File: src/shared/reset_pin_defines.vh
`ifndef RESET_PIN_DEFINES_VH
`define RESET_PIN_DEFINES_VH

// internal clocks counted after the external reset is released
`define RST_STRETCH_CYCLES 8'h40
// last count value before the core reset lifts
`define RST_STRETCH_LAST 8'h3F
// width of the stretch counter, as msb index
`define RST_CNT_MSB 7
// two-stage release synchroniser reset value
`define RST_SYNC_RESET 2'h0
// boot mode value held while in reset
`define BOOT_MODE_RESET 1'h0

// pad indices inside the ownership vectors
`define PAD_SPI1_DATA 0
`define PAD_SPI1_SELECT 1
`define PAD_SPI_CLOCK 2
`define PAD_RX_CLOCK 3
`define PAD_COUNT 4
`define PAD_MSB 3

// ownership bit: 1 = secondary side (serial rx or gpio) owns the pad
// after reset: data/select -> serial rx, spi clock -> spi, rx clock -> gpio
`define OWN_RESET 4'hB
// gpio direction after reset is input
`define GPIO_DIR_RESET 1'h0

// pad output state during reset
`define PAD_OUT_RESET 1'h0
`define PAD_OE_RESET 1'h0
`define PAD_PULLUP_RESET 1'h1
`define PAD_IN_RESET 1'h1

`endif

File: src/hw/reset_and_shared_pin_ownership.v
`timescale 1ns/1ps
`include "reset_pin_defines.vh"

// Function
// - reset low holds device in reset
// - boot mode captured at reset release
// - core reset lifts after fixed clock count
// - reset without trst spares debug logic
// - master data leads sampling edge half cycle
// - slave mode makes data pin an input
// - select pin arbitrates master, selects slave
// - data and select pins default serial receive
// - spi clock drives as master, inputs as slave
// - spi clock pin defaults to spi clock
// - gpio direction set per pin by software
// - receive clock pin bidirectional, continuous or gated
// - sync mode shares receive clock with transmitter while gpio does not own the receive clock pin
// - receive clock pin defaults to gpio input
// - gpio owned pin may switch pull-up off
module reset_and_shared_pin_ownership (
  input wire sys_clk,
  input wire rstn,
  input wire trstn,
  input wire bootModePin,
  output wire coreRstn,
  output wire debugRstn,
  output wire bootMode,
  input wire spi1Enable,
  input wire spi1Master,
  input wire spi1MasterOutSlaveInOut,
  output wire spi1MasterOutSlaveIn,
  output reg spi1ModeFault,
  output reg spi1SlaveSelected,
  output wire serial0ReceiveIn,
  output wire serial1ReceiveIn,
  input wire spiClockGpioSel,
  input wire spiMaster,
  input wire spiClockOut,
  output wire spiClockIn,
  input wire portFBit4Out,
  input wire portFBit4Dir,
  input wire portFBit4PullupOff,
  output wire portFBit4In,
  input wire rxClockGpioSel,
  input wire syncSerialRxClockDrive,
  input wire syncSerialRxClockOut,
  input wire syncSerialSyncMode,
  input wire syncSerialTxClockIn,
  output wire syncSerialReceiveClock,
  output reg syncSerialTxBitClock,
  input wire portCBit2Out,
  input wire portCBit2Dir,
  input wire portCBit2PullupOff,
  output wire portCBit2In,
  input wire dataPadIn,
  output wire dataPadOut,
  output wire dataPadOe,
  output wire dataPadPullupEn,
  input wire selectPadIn,
  output wire selectPadOut,
  output wire selectPadOe,
  output wire selectPadPullupEn,
  input wire spiClockPadIn,
  output wire spiClockPadOut,
  output wire spiClockPadOe,
  output wire spiClockPadPullupEn,
  input wire rxClockPadIn,
  output wire rxClockPadOut,
  output wire rxClockPadOe,
  output wire rxClockPadPullupEn
);

  reg [`PAD_MSB:0] ownSel; // 1 = secondary side owns the pad
  reg [`PAD_MSB:0] next_ownSel; // ownership requested by software
  reg portFDir; // gpio direction of the spi clock pin
  reg portCDir; // gpio direction of the receive clock pin
  reg [`PAD_MSB:0] periphOut; // peripheral drive value per pad
  reg [`PAD_MSB:0] periphOe; // peripheral drive enable per pad
  reg [`PAD_MSB:0] gpioOut; // secondary side drive value per pad
  reg [`PAD_MSB:0] gpioOe; // secondary side drive enable per pad
  reg [`PAD_MSB:0] gpioPullupOff; // secondary side pull-up switch
  wire [`PAD_MSB:0] padIn; // pad levels gathered
  wire [`PAD_MSB:0] padOut; // pad drive values gathered
  wire [`PAD_MSB:0] padOe; // pad enables gathered
  wire [`PAD_MSB:0] padPullupEn; // pad pull-ups gathered
  wire [`PAD_MSB:0] periphIn; // registered pad level, peripheral view
  wire [`PAD_MSB:0] gpioIn; // registered pad level, secondary view
  wire spi1Owns; // second spi holds the data and select pins
  wire selectLow; // select pin seen asserted

  // true when the peripheral side, not the secondary, owns a pad
  function periphOwns;
    input [`PAD_MSB:0] sel;
    input integer idx;
    begin
      periphOwns = ~sel[idx];
    end
  endfunction

  // reset entry, stretched release, boot strap and debug reset split
  reset_sequencer resetSeq (
    .sys_clk(sys_clk),
    .rstn(rstn),
    .trstn(trstn),
    .bootModePin(bootModePin),
    .coreRstn(coreRstn),
    .debugRstn(debugRstn),
    .bootMode(bootMode)
  );

  // ownership request: data and select follow the second spi enable
  always @* begin
    next_ownSel = `OWN_RESET;
    next_ownSel[`PAD_SPI1_DATA] = ~spi1Enable;
    next_ownSel[`PAD_SPI1_SELECT] = ~spi1Enable;
    next_ownSel[`PAD_SPI_CLOCK] = spiClockGpioSel;
    next_ownSel[`PAD_RX_CLOCK] = rxClockGpioSel;
  end

  // ownership and gpio direction keep defaults while the core is held
  always @(posedge sys_clk or negedge rstn) begin
    if (!rstn) begin
      ownSel <= `OWN_RESET;
      portFDir <= `GPIO_DIR_RESET;
      portCDir <= `GPIO_DIR_RESET;
    end else if (!coreRstn) begin
      // core still in reset: pins stay with their default owners
      ownSel <= `OWN_RESET;
      portFDir <= `GPIO_DIR_RESET;
      portCDir <= `GPIO_DIR_RESET;
    end else begin
      ownSel <= next_ownSel;
      portFDir <= portFBit4Dir;
      portCDir <= portCBit2Dir;
    end
  end

  // peripheral side drive for each shared pad
  always @* begin
    periphOut = {`PAD_COUNT{1'b0}};
    periphOe = {`PAD_COUNT{1'b0}};
    // data pin: master drives, slave listens
    periphOut[`PAD_SPI1_DATA] = spi1MasterOutSlaveInOut;
    periphOe[`PAD_SPI1_DATA] = spi1Master;
    // select pin is input in both modes
    periphOut[`PAD_SPI1_SELECT] = 1'b0;
    periphOe[`PAD_SPI1_SELECT] = 1'b0;
    // spi clock out as master, in as slave
    periphOut[`PAD_SPI_CLOCK] = spiClockOut;
    periphOe[`PAD_SPI_CLOCK] = spiMaster;
    // receive clock: direction chosen by the sync serial port
    periphOut[`PAD_RX_CLOCK] = syncSerialRxClockOut;
    periphOe[`PAD_RX_CLOCK] = syncSerialRxClockDrive;
  end

  // secondary side drive: serial receive never drives, gpio does
  always @* begin
    gpioOut = {`PAD_COUNT{1'b0}};
    gpioOe = {`PAD_COUNT{1'b0}};
    gpioPullupOff = {`PAD_COUNT{1'b0}};
    // spi clock pin as port f bit 4
    gpioOut[`PAD_SPI_CLOCK] = portFBit4Out;
    gpioOe[`PAD_SPI_CLOCK] = portFDir;
    gpioPullupOff[`PAD_SPI_CLOCK] = portFBit4PullupOff;
    // receive clock pin as port c bit 2
    gpioOut[`PAD_RX_CLOCK] = portCBit2Out;
    gpioOe[`PAD_RX_CLOCK] = portCDir;
    gpioPullupOff[`PAD_RX_CLOCK] = portCBit2PullupOff;
  end

  // gather pad inputs in index order
  assign padIn[`PAD_SPI1_DATA] = dataPadIn;
  assign padIn[`PAD_SPI1_SELECT] = selectPadIn;
  assign padIn[`PAD_SPI_CLOCK] = spiClockPadIn;
  assign padIn[`PAD_RX_CLOCK] = rxClockPadIn;

  // one ownership mux per shared pad; data and clock share one
  // register stage so their half-cycle spacing is kept
  genvar p;
  generate
    for (p = 0; p < `PAD_COUNT; p = p + 1) begin : padGen
      shared_pad_owner owner (
        .sys_clk(sys_clk),
        .rstn(rstn),
        .gpioOwns(ownSel[p]),
        .periphOut(periphOut[p]),
        .periphOe(periphOe[p]),
        .gpioOut(gpioOut[p]),
        .gpioOe(gpioOe[p]),
        .gpioPullupOff(gpioPullupOff[p]),
        .padIn(padIn[p]),
        .padOut(padOut[p]),
        .padOe(padOe[p]),
        .padPullupEn(padPullupEn[p]),
        .periphIn(periphIn[p]),
        .gpioIn(gpioIn[p])
      );
    end
  endgenerate

  // pad drive back out to the pins
  assign dataPadOut = padOut[`PAD_SPI1_DATA];
  assign dataPadOe = padOe[`PAD_SPI1_DATA];
  assign dataPadPullupEn = padPullupEn[`PAD_SPI1_DATA];
  assign selectPadOut = padOut[`PAD_SPI1_SELECT];
  assign selectPadOe = padOe[`PAD_SPI1_SELECT];
  assign selectPadPullupEn = padPullupEn[`PAD_SPI1_SELECT];
  assign spiClockPadOut = padOut[`PAD_SPI_CLOCK];
  assign spiClockPadOe = padOe[`PAD_SPI_CLOCK];
  assign spiClockPadPullupEn = padPullupEn[`PAD_SPI_CLOCK];
  assign rxClockPadOut = padOut[`PAD_RX_CLOCK];
  assign rxClockPadOe = padOe[`PAD_RX_CLOCK];
  assign rxClockPadPullupEn = padPullupEn[`PAD_RX_CLOCK];

  // pad levels to every listener, owner or not
  assign spi1MasterOutSlaveIn = periphIn[`PAD_SPI1_DATA];
  assign serial0ReceiveIn = gpioIn[`PAD_SPI1_DATA];
  assign serial1ReceiveIn = gpioIn[`PAD_SPI1_SELECT];
  assign spiClockIn = periphIn[`PAD_SPI_CLOCK];
  assign portFBit4In = gpioIn[`PAD_SPI_CLOCK];
  assign syncSerialReceiveClock = periphIn[`PAD_RX_CLOCK];
  assign portCBit2In = gpioIn[`PAD_RX_CLOCK];

  assign spi1Owns = periphOwns(ownSel, `PAD_SPI1_SELECT);
  assign selectLow = ~periphIn[`PAD_SPI1_SELECT];

  // select pin meaning depends on master or slave mode
  always @(posedge sys_clk or negedge rstn) begin
    if (!rstn) begin
      spi1ModeFault <= 1'b0;
      spi1SlaveSelected <= 1'b0;
    end else begin
      // another master pulled select low: arbitration lost
      spi1ModeFault <= spi1Owns & spi1Master & selectLow;
      // slave addressed while select is low
      spi1SlaveSelected <= spi1Owns & ~spi1Master & selectLow;
    end
  end

  // transmit bit clock: shared receive clock in sync mode unless gpio owns the receive clock pin
  always @(posedge sys_clk or negedge rstn) begin
    if (!rstn) begin
      syncSerialTxBitClock <= 1'b0;
    end else if (syncSerialSyncMode &
        periphOwns(ownSel, `PAD_RX_CLOCK)) begin
      syncSerialTxBitClock <= periphIn[`PAD_RX_CLOCK];
    end else begin
      syncSerialTxBitClock <= syncSerialTxClockIn;
    end
  end

endmodule // reset_and_shared_pin_ownership

File: src/hw/reset_sequencer.v
`timescale 1ns/1ps
`include "reset_pin_defines.vh"

module reset_sequencer (
  input wire sys_clk,
  input wire rstn,
  input wire trstn,
  input wire bootModePin,
  output reg coreRstn,
  output reg debugRstn,
  output reg bootMode
);

  localparam ST_HOLD = 2'b00; // waiting for synchronised release
  localparam ST_COUNT = 2'b01; // stretching the internal reset
  localparam ST_RUN = 2'b10; // core out of reset

  reg [1:0] relSync; // release synchroniser, [0] only feeds [1]
  reg [1:0] state; // sequencer state
  reg [`RST_CNT_MSB:0] count; // stretch counter

  // bring the release of the external reset onto the internal clock
  always @(posedge sys_clk or negedge rstn) begin
    if (!rstn) begin
      relSync <= `RST_SYNC_RESET;
    end else begin
      relSync <= {relSync[0], 1'b1};
    end
  end

  // hold, capture boot mode, stretch, then release the core reset
  always @(posedge sys_clk or negedge rstn) begin
    if (!rstn) begin
      state <= ST_HOLD;
      count <= {(`RST_CNT_MSB + 1){1'b0}};
      coreRstn <= 1'b0;
      bootMode <= `BOOT_MODE_RESET;
    end else begin
      case (state)
        ST_HOLD: begin
          if (relSync[1]) begin
            bootMode <= bootModePin;
            count <= {(`RST_CNT_MSB + 1){1'b0}};
            state <= ST_COUNT;
          end
        end
        ST_COUNT: begin
          // release lands on a clock edge after a fixed count
          if (count == `RST_STRETCH_LAST) begin
            coreRstn <= 1'b1;
            state <= ST_RUN;
          end else begin
            count <= count + 1'b1;
          end
        end
        ST_RUN: begin
          coreRstn <= 1'b1;
        end
        default: begin
          state <= ST_HOLD;
          coreRstn <= 1'b0;
        end
      endcase
    end
  end

  // debug logic follows only the test reset, never the processor reset
  always @(posedge sys_clk or negedge trstn) begin
    if (!trstn) begin
      debugRstn <= 1'b0;
    end else begin
      debugRstn <= 1'b1;
    end
  end

endmodule // reset_sequencer

File: src/hw/shared_pad_owner.v
`timescale 1ns/1ps
`include "reset_pin_defines.vh"

module shared_pad_owner (
  input wire sys_clk,
  input wire rstn,
  input wire gpioOwns,
  input wire periphOut,
  input wire periphOe,
  input wire gpioOut,
  input wire gpioOe,
  input wire gpioPullupOff,
  input wire padIn,
  output reg padOut,
  output reg padOe,
  output reg padPullupEn,
  output reg periphIn,
  output reg gpioIn
);

  // owner picks the pad drive; both sides always see the pad level
  always @(posedge sys_clk or negedge rstn) begin
    if (!rstn) begin
      padOut <= `PAD_OUT_RESET;
      padOe <= `PAD_OE_RESET;
      padPullupEn <= `PAD_PULLUP_RESET;
      periphIn <= `PAD_IN_RESET;
      gpioIn <= `PAD_IN_RESET;
    end else begin
      if (gpioOwns) begin
        padOut <= gpioOut;
        padOe <= gpioOe;
        padPullupEn <= ~gpioPullupOff;
      end else begin
        padOut <= periphOut;
        padOe <= periphOe;
        padPullupEn <= 1'b1;
      end
      // inactive side gets input only, never drive
      periphIn <= padIn;
      gpioIn <= padIn;
    end
  end

endmodule // shared_pad_owner

File: config.mk
export PLATFORM = sky130hd
export DESIGN_NAME = reset_and_shared_pin_ownership
export DESIGN_NICKNAME = d
export VERILOG_FILES = /design/src/hw/reset_and_shared_pin_ownership.v /design/src/hw/reset_sequencer.v /design/src/hw/shared_pad_owner.v
export VERILOG_INCLUDE_DIRS = /design/src /design/src/shared
export SDC_FILE = /design/constraint.sdc
export NUM_CORES = 1
export LEC_CHECK = 0
export ABC_AREA = 1
export BUFFER_PORTS_ARGS = -buffer_cell sky130_fd_sc_hd__buf_2
export CAP_MARGIN = 20
export CORE_MARGIN = 1.5
export CORE_UTILIZATION = 45
export CTS_CLUSTER_SIZE = 20
export DETAILED_ROUTE_END_ITERATION = 12
export PLACE_DENSITY = 0.84
export SETUP_SLACK_MARGIN = 0.15
export SLEW_MARGIN = 40
export SYNTH_ARGS = -nofsm -noshare
export SYNTH_HDL_FRONTEND = slang
export SYNTH_SLANG_ARGS = --single-unit
File: constraint.sdc
create_clock -name sys_clk -period 1.4 [get_ports sys_clk]
set_input_delay 0.28 -clock sys_clk [delete_from_list [all_inputs] [get_ports sys_clk]]
set_output_delay 0.28 -clock sys_clk [all_outputs]
set_load 0.02 [all_outputs]
Word level (Yosys, flattened, before mapping)
Index checks and enable logic that the tools add are counted.

word-level totals
  bits in registers = 36
  bits in latches = 0
  memory bits (writable) = 0
  bits in read-only memories = 0
  input bits = 25
  output and inout bits = 25
  logic and storage cells = 71
  memories = 0

cells by class
  add/sub/neg operators = 1
  multiply operators = 0
  divide/modulo/power cells = 0
  order comparisons = 0
  equality and inequality tests = 6
  shifts and indexed selects = 0
  multiplexer cells = 20
  bitwise gates (word level) = 14
  reductions and logical operators = 6

operators with widths
  operator                                       count
  2-to-1 mux 8 bit                               2
  one-hot mux 8 bit (2 select lines)             1
  2-to-1 mux 1 bit                               12
  inverter 1 bit                                 9
  adder 8 x 1 -> 8 bit, second input constant    1
  == test 8 x 6 -> 1 bit, second input constant  1
  one-hot mux 2 bit (3 select lines)             1
  AND reduction 3 bit                            2
  AND 1 bit                                      5
  2-to-1 mux 2 bit                               2
  2-to-1 mux 4 bit                               1
  != test 2 x 1 -> 1 bit, second input constant  2
  AND reduction 2 bit                            2
  one-hot mux 1 bit (3 select lines)             1
  == test 2 x 1 -> 1 bit, second input constant  1
  == test 2 bit, second input constant           1
  zero test 2 bit                                1
  != test 2 bit, second input constant           1
  nonzero test 2 bit                             1

Logic depth before layout (Yosys ltp)
  depth after elaboration = 3
  mapped depth = 8
  mapped depth without buffers = 8

Hierarchy
A second synthesis with hierarchy kept.

second synthesis, totals
  cell total of the unflattened synthesis = 180
  area total of the unflattened synthesis = 1702.9 um^2

by module, submodules not included
  module                          instances  cells each  area an instance (um^2)  seq. area each (um^2)
  reset_sequencer                 1          103         859.6                    375.4
  shared_pad_owner                4          13          140.1                    102.6
  reset_and_shared_pin_ownership  1          25          282.8                    202.7

Worst setup path before layout
OpenSTA, ideal clock, no wires.

  path kind = reg2reg
  start point = register resetSeq.state[0]
  end point = register resetSeq.count[2]
  arrival time = 1.259 ns
  slack = 0.015 ns
  stages on the path, launching flop included = 8
  buffers on the path = 1
  period minus slack after synthesis = 1.385 ns
  cell sequence = dfrtp_1 inv_1 ha_1 inv_1 or2_4 nand3_4 buf_12 o21ai_0

between the ends
  longest elaborated chain between the ends = 3

RTL lines
  item                                                              line                  RTL
  from (decl)                                                       reset_sequencer.v:19  reg [1:0] state;
  from (signal assigned)                                            reset_sequencer.v:34  state <= ST_HOLD;
  from (signal assigned)                                            reset_sequencer.v:44  state <= ST_COUNT;
  from (signal assigned)                                            reset_sequencer.v:51  state <= ST_RUN;
  == test 2 x 1 -> 1 bit / zero test 2 bit (equally long branches)  reset_sequencer.v:39  case (state)
  != test 2 bit (no source line) (tied with other cells)            n/a
  AND reduction 3 bit (no source line)                              n/a
  to (signal assigned)                                              reset_sequencer.v:35  count <= {(`RST_CNT_MSB + 1){1'b0}};
  to (signal assigned)                                              reset_sequencer.v:43  count <= {(`RST_CNT_MSB + 1){1'b0}};
  to (signal assigned)                                              reset_sequencer.v:53  count <= count + 1'b1;
  to (decl)                                                         reset_sequencer.v:20  reg [`RST_CNT_MSB:0] count;

Parallel ways exist; a longest one is shown, timed or not.
A chain may end at the register's enable or synchronous reset.

Worst setup path in the final report
  start point = register resetSeq.state[1]
  end point = register resetSeq.count[2]

The elaborated chain is that of the path after synthesis.

==> flow_summary.toml <==
[status]
status = "complete, no violations"

[sta]
hold_viol_final = 0
setup_viol = 0
final_max_slew_viol_count = 0
timing.final.ws_setup_ps = 26.4
finalCritPeriodShare_pct = 98.1
min_period_ps = 1370
skew_ps = 12.4
timing.fmax_mhz = 728
rsz0062_at_grt = "true"
whs_ps = 17.9

[finish]
regArea_um2 = 887
drive_gt1_share_pct = 47.6
most-common-layout-cells = "39 x nand2_1, 36 x buf_2, 26 x dfrtp_1"
fin_util_pct = 65.3
diodes = 0
nFillCells = 241
multiInputGateArea_um2 = 637
area_growth_pct = 39.6
final_common_cell = "nand2_1"
layout.nets = 258

[yosys]
syn_inst = 162
yosysSeqAreaShare_pct = 57.2
synth-edff-count = 0
netlist_area_um2 = 1550
ys_types = 25
async_flop_share_pct = 100
ys_warn_count = 0
avgSynthCellArea_um2 = 9.56
ys_ff_latch = 35
synth_flop_cell = "dfrtp_1"

[critical_path]
cpPeakStageDelay_ps = 410
worst-setup-path-type = "reg -> reg"
worstPathCellList = "inv_2, ha_4, inv_2, or2_4, nand3_4, nand2_1, o21ai_1"
r2r_end = "resetSeq.count[2]"
rr_startpoint = "resetSeq.state[1]"
critical_path_peak_fanout = 7
rr_worst_depth = 7
r2r_slack_ps = 30
cp_slowest_cell = "dfrtp_1"
cp.arrival_ps = 1650
worst_path_most_repeated_cell = "inv_2"
cp-end-kind = "register"
required_ps = 1680
startpoint_type = "register"

[floorplan]
die_y_um = 61.7
num_io_pins = 50
die_area_um2 = 3800
die_w_um = 61.7
num_rows = 21
initial_core_util_pct = 46.8
core_um2 = 3310

[clock_tree]
cts.sinks = 35
cts_buffers = 5
clockBufferDepth = 2
cts.clk_slew.worst_paths_ps = 110
clock_latency_ps = 350
cts_tree = "yes"
cts-root-buf = "clkbuf_4"
cts_max_level = 2

[global_route]
grt_first_pass_wirelength_mm = 5.09
overflow = 0
antenna_found_initial = 0
grt_max_degree = 35
grt.total_usage_pct = 18.7
grt_pass1_vias = 1120

[hold_path]
min_path_cells = 1
hold_start = "dataPadIn"
hold_path_end = "padGen[0].owner.periphIn"
worstHoldPathType = "in -> reg"

[routing]
first_pass_iters = 4
drtIter0Drc = 49
wl_per_cell_um = 12.7
ant_nets = 0
drc = 0
vias_per_cell = 4.79
num_vias = 1316
wl_mm = 3.49

[power]
peakVddDrop_mv = 1.31
p_per_area_nw_per_um2 = 1670
p_leak_nw = 1.13
power.total_w = 0.00360

[placed_design]
portBuffers = 45
dp.final_hpwl_mm = 2.07
dp_slack_ps = -0.460
place_congestion = 0.798

[flow_run]
maxCapViolations = 0
state kept, by name (all words and copies together) (netlist names), 2 cells and up:
register,count
resetSeq.relSync,2
padGen.owner.padOut,3
padGen.owner.padOe,3
padGen.owner.padPullupEn,2
resetSeq.count,8
ownSel,3
resetSeq.state,2
padGen.owner.periphIn,4
kinds of logic after synthesis:
family / after synthesis / synth area share [%]
other: 2 / 0.485
AOI/OAI and AO/OA: 15 / 5.65
and+or+nand+nor: 75 / 21.6
DFF: 35 / 57.2
muxes: 2 / 1.45
adders and majority gates: 5 / 4.04
buffers and inverters: 28 / 9.61
cell type report:
cell class                 instances  share of cell area (%)
inverter                          19                    3.30
clock buffer                       5                    1.74
tap                               46                    2.66
multi-input combinational        104                    29.5
timing repair buffer              63                    19.8
clock inverter                     3                    2.03
sequential                        35                    41.0
Yosys cell counts, types with 2 or more instances:
library cell,number,area (um2)
nand2_1,48,180
dfrtp_1,27,676
inv_1,18,67.6
nor2_1,10,37.5
dfstp_2,8,210
nand3_1,8,40.0
buf_4,7,52.6
o21ai_0,6,30.0
ha_1,5,62.6
a21oi_1,4,20.0
a31oi_1,2,12.5
conb_1,2,7.51
mux2_2,2,22.5
nand4_1,2,12.5
nor3_1,2,10.0
o21ai_2,2,17.5
power by group:
group	switching [W]	internal, W
Combinational	0.000888	0.000674
Sequential	0.000106	0.00121
Clock	0.000351	0.000376
Total	0.00134	0.00226
worst max path at each step:
stage,from,to,slack (ps),cells past startpoint
2_1_floorplan,resetSeq.state[1],resetSeq.count[6],100,8
3_3_place_gp,resetSeq.state[1],resetSeq.count[4],80,7
3_5_place_dp,resetSeq.state[1],resetSeq.count[4],-0.5,7
4_1_cts,padGen[3].owner.periphIn,portCBit2In,80,1
5_1_grt,resetSeq.count[0],resetSeq.count[5],-40,8
6_report,resetSeq.state[1],resetSeq.count[2],30,7
what timing repair did:
action / in CTS / in global routing
endpoints found under the hold margin: 27 / 1
setup buffers: 11 / 1
pin swaps: 10 / 11
resized for setup: 31 / 11
hold buffers: 2 / 1
setup endpoints to repair: 21 / 20
cloned: 1 / 0
worst max-delay path, delay by kind of cell, from the launching register on:
family,cells,cell delay (ps)
and+or+nand+nor,3,510
AOI/OAI and AO/OA,1,70
adders and majority gates,1,160
DFF,1,410
buffers and inverters,2,150
metrics by stage:
| step | instance area, um2 | setup TNS (ps) | instances |
|---|---|---|---|
| 3_3_place_gp | 1810 | 0 | 251 |
| 5_1_grt | 2160 | -201 | 275 |
| 3_5_place_dp | 1810 | -0.460 | 251 |
| 4_1_cts | 2110 | 0 | 273 |
| 6_report | 2160 | 0 | 275 |
| 2_1_floorplan | 1580 | 0 | 166 |
per-layer routing:
metal / up-vias / part of all wire [%] / track usage (%)
met4: 0 / 1.6 / 4.56
met1: 642 / 37 / 22.3
met5: - / 0 / 0
met2: 36 / 57 / 32.5
met3: 7 / 4.3 / 6.30
li1: 631 / - / -
No activity file was read; power rests on OpenSTA's default activity.
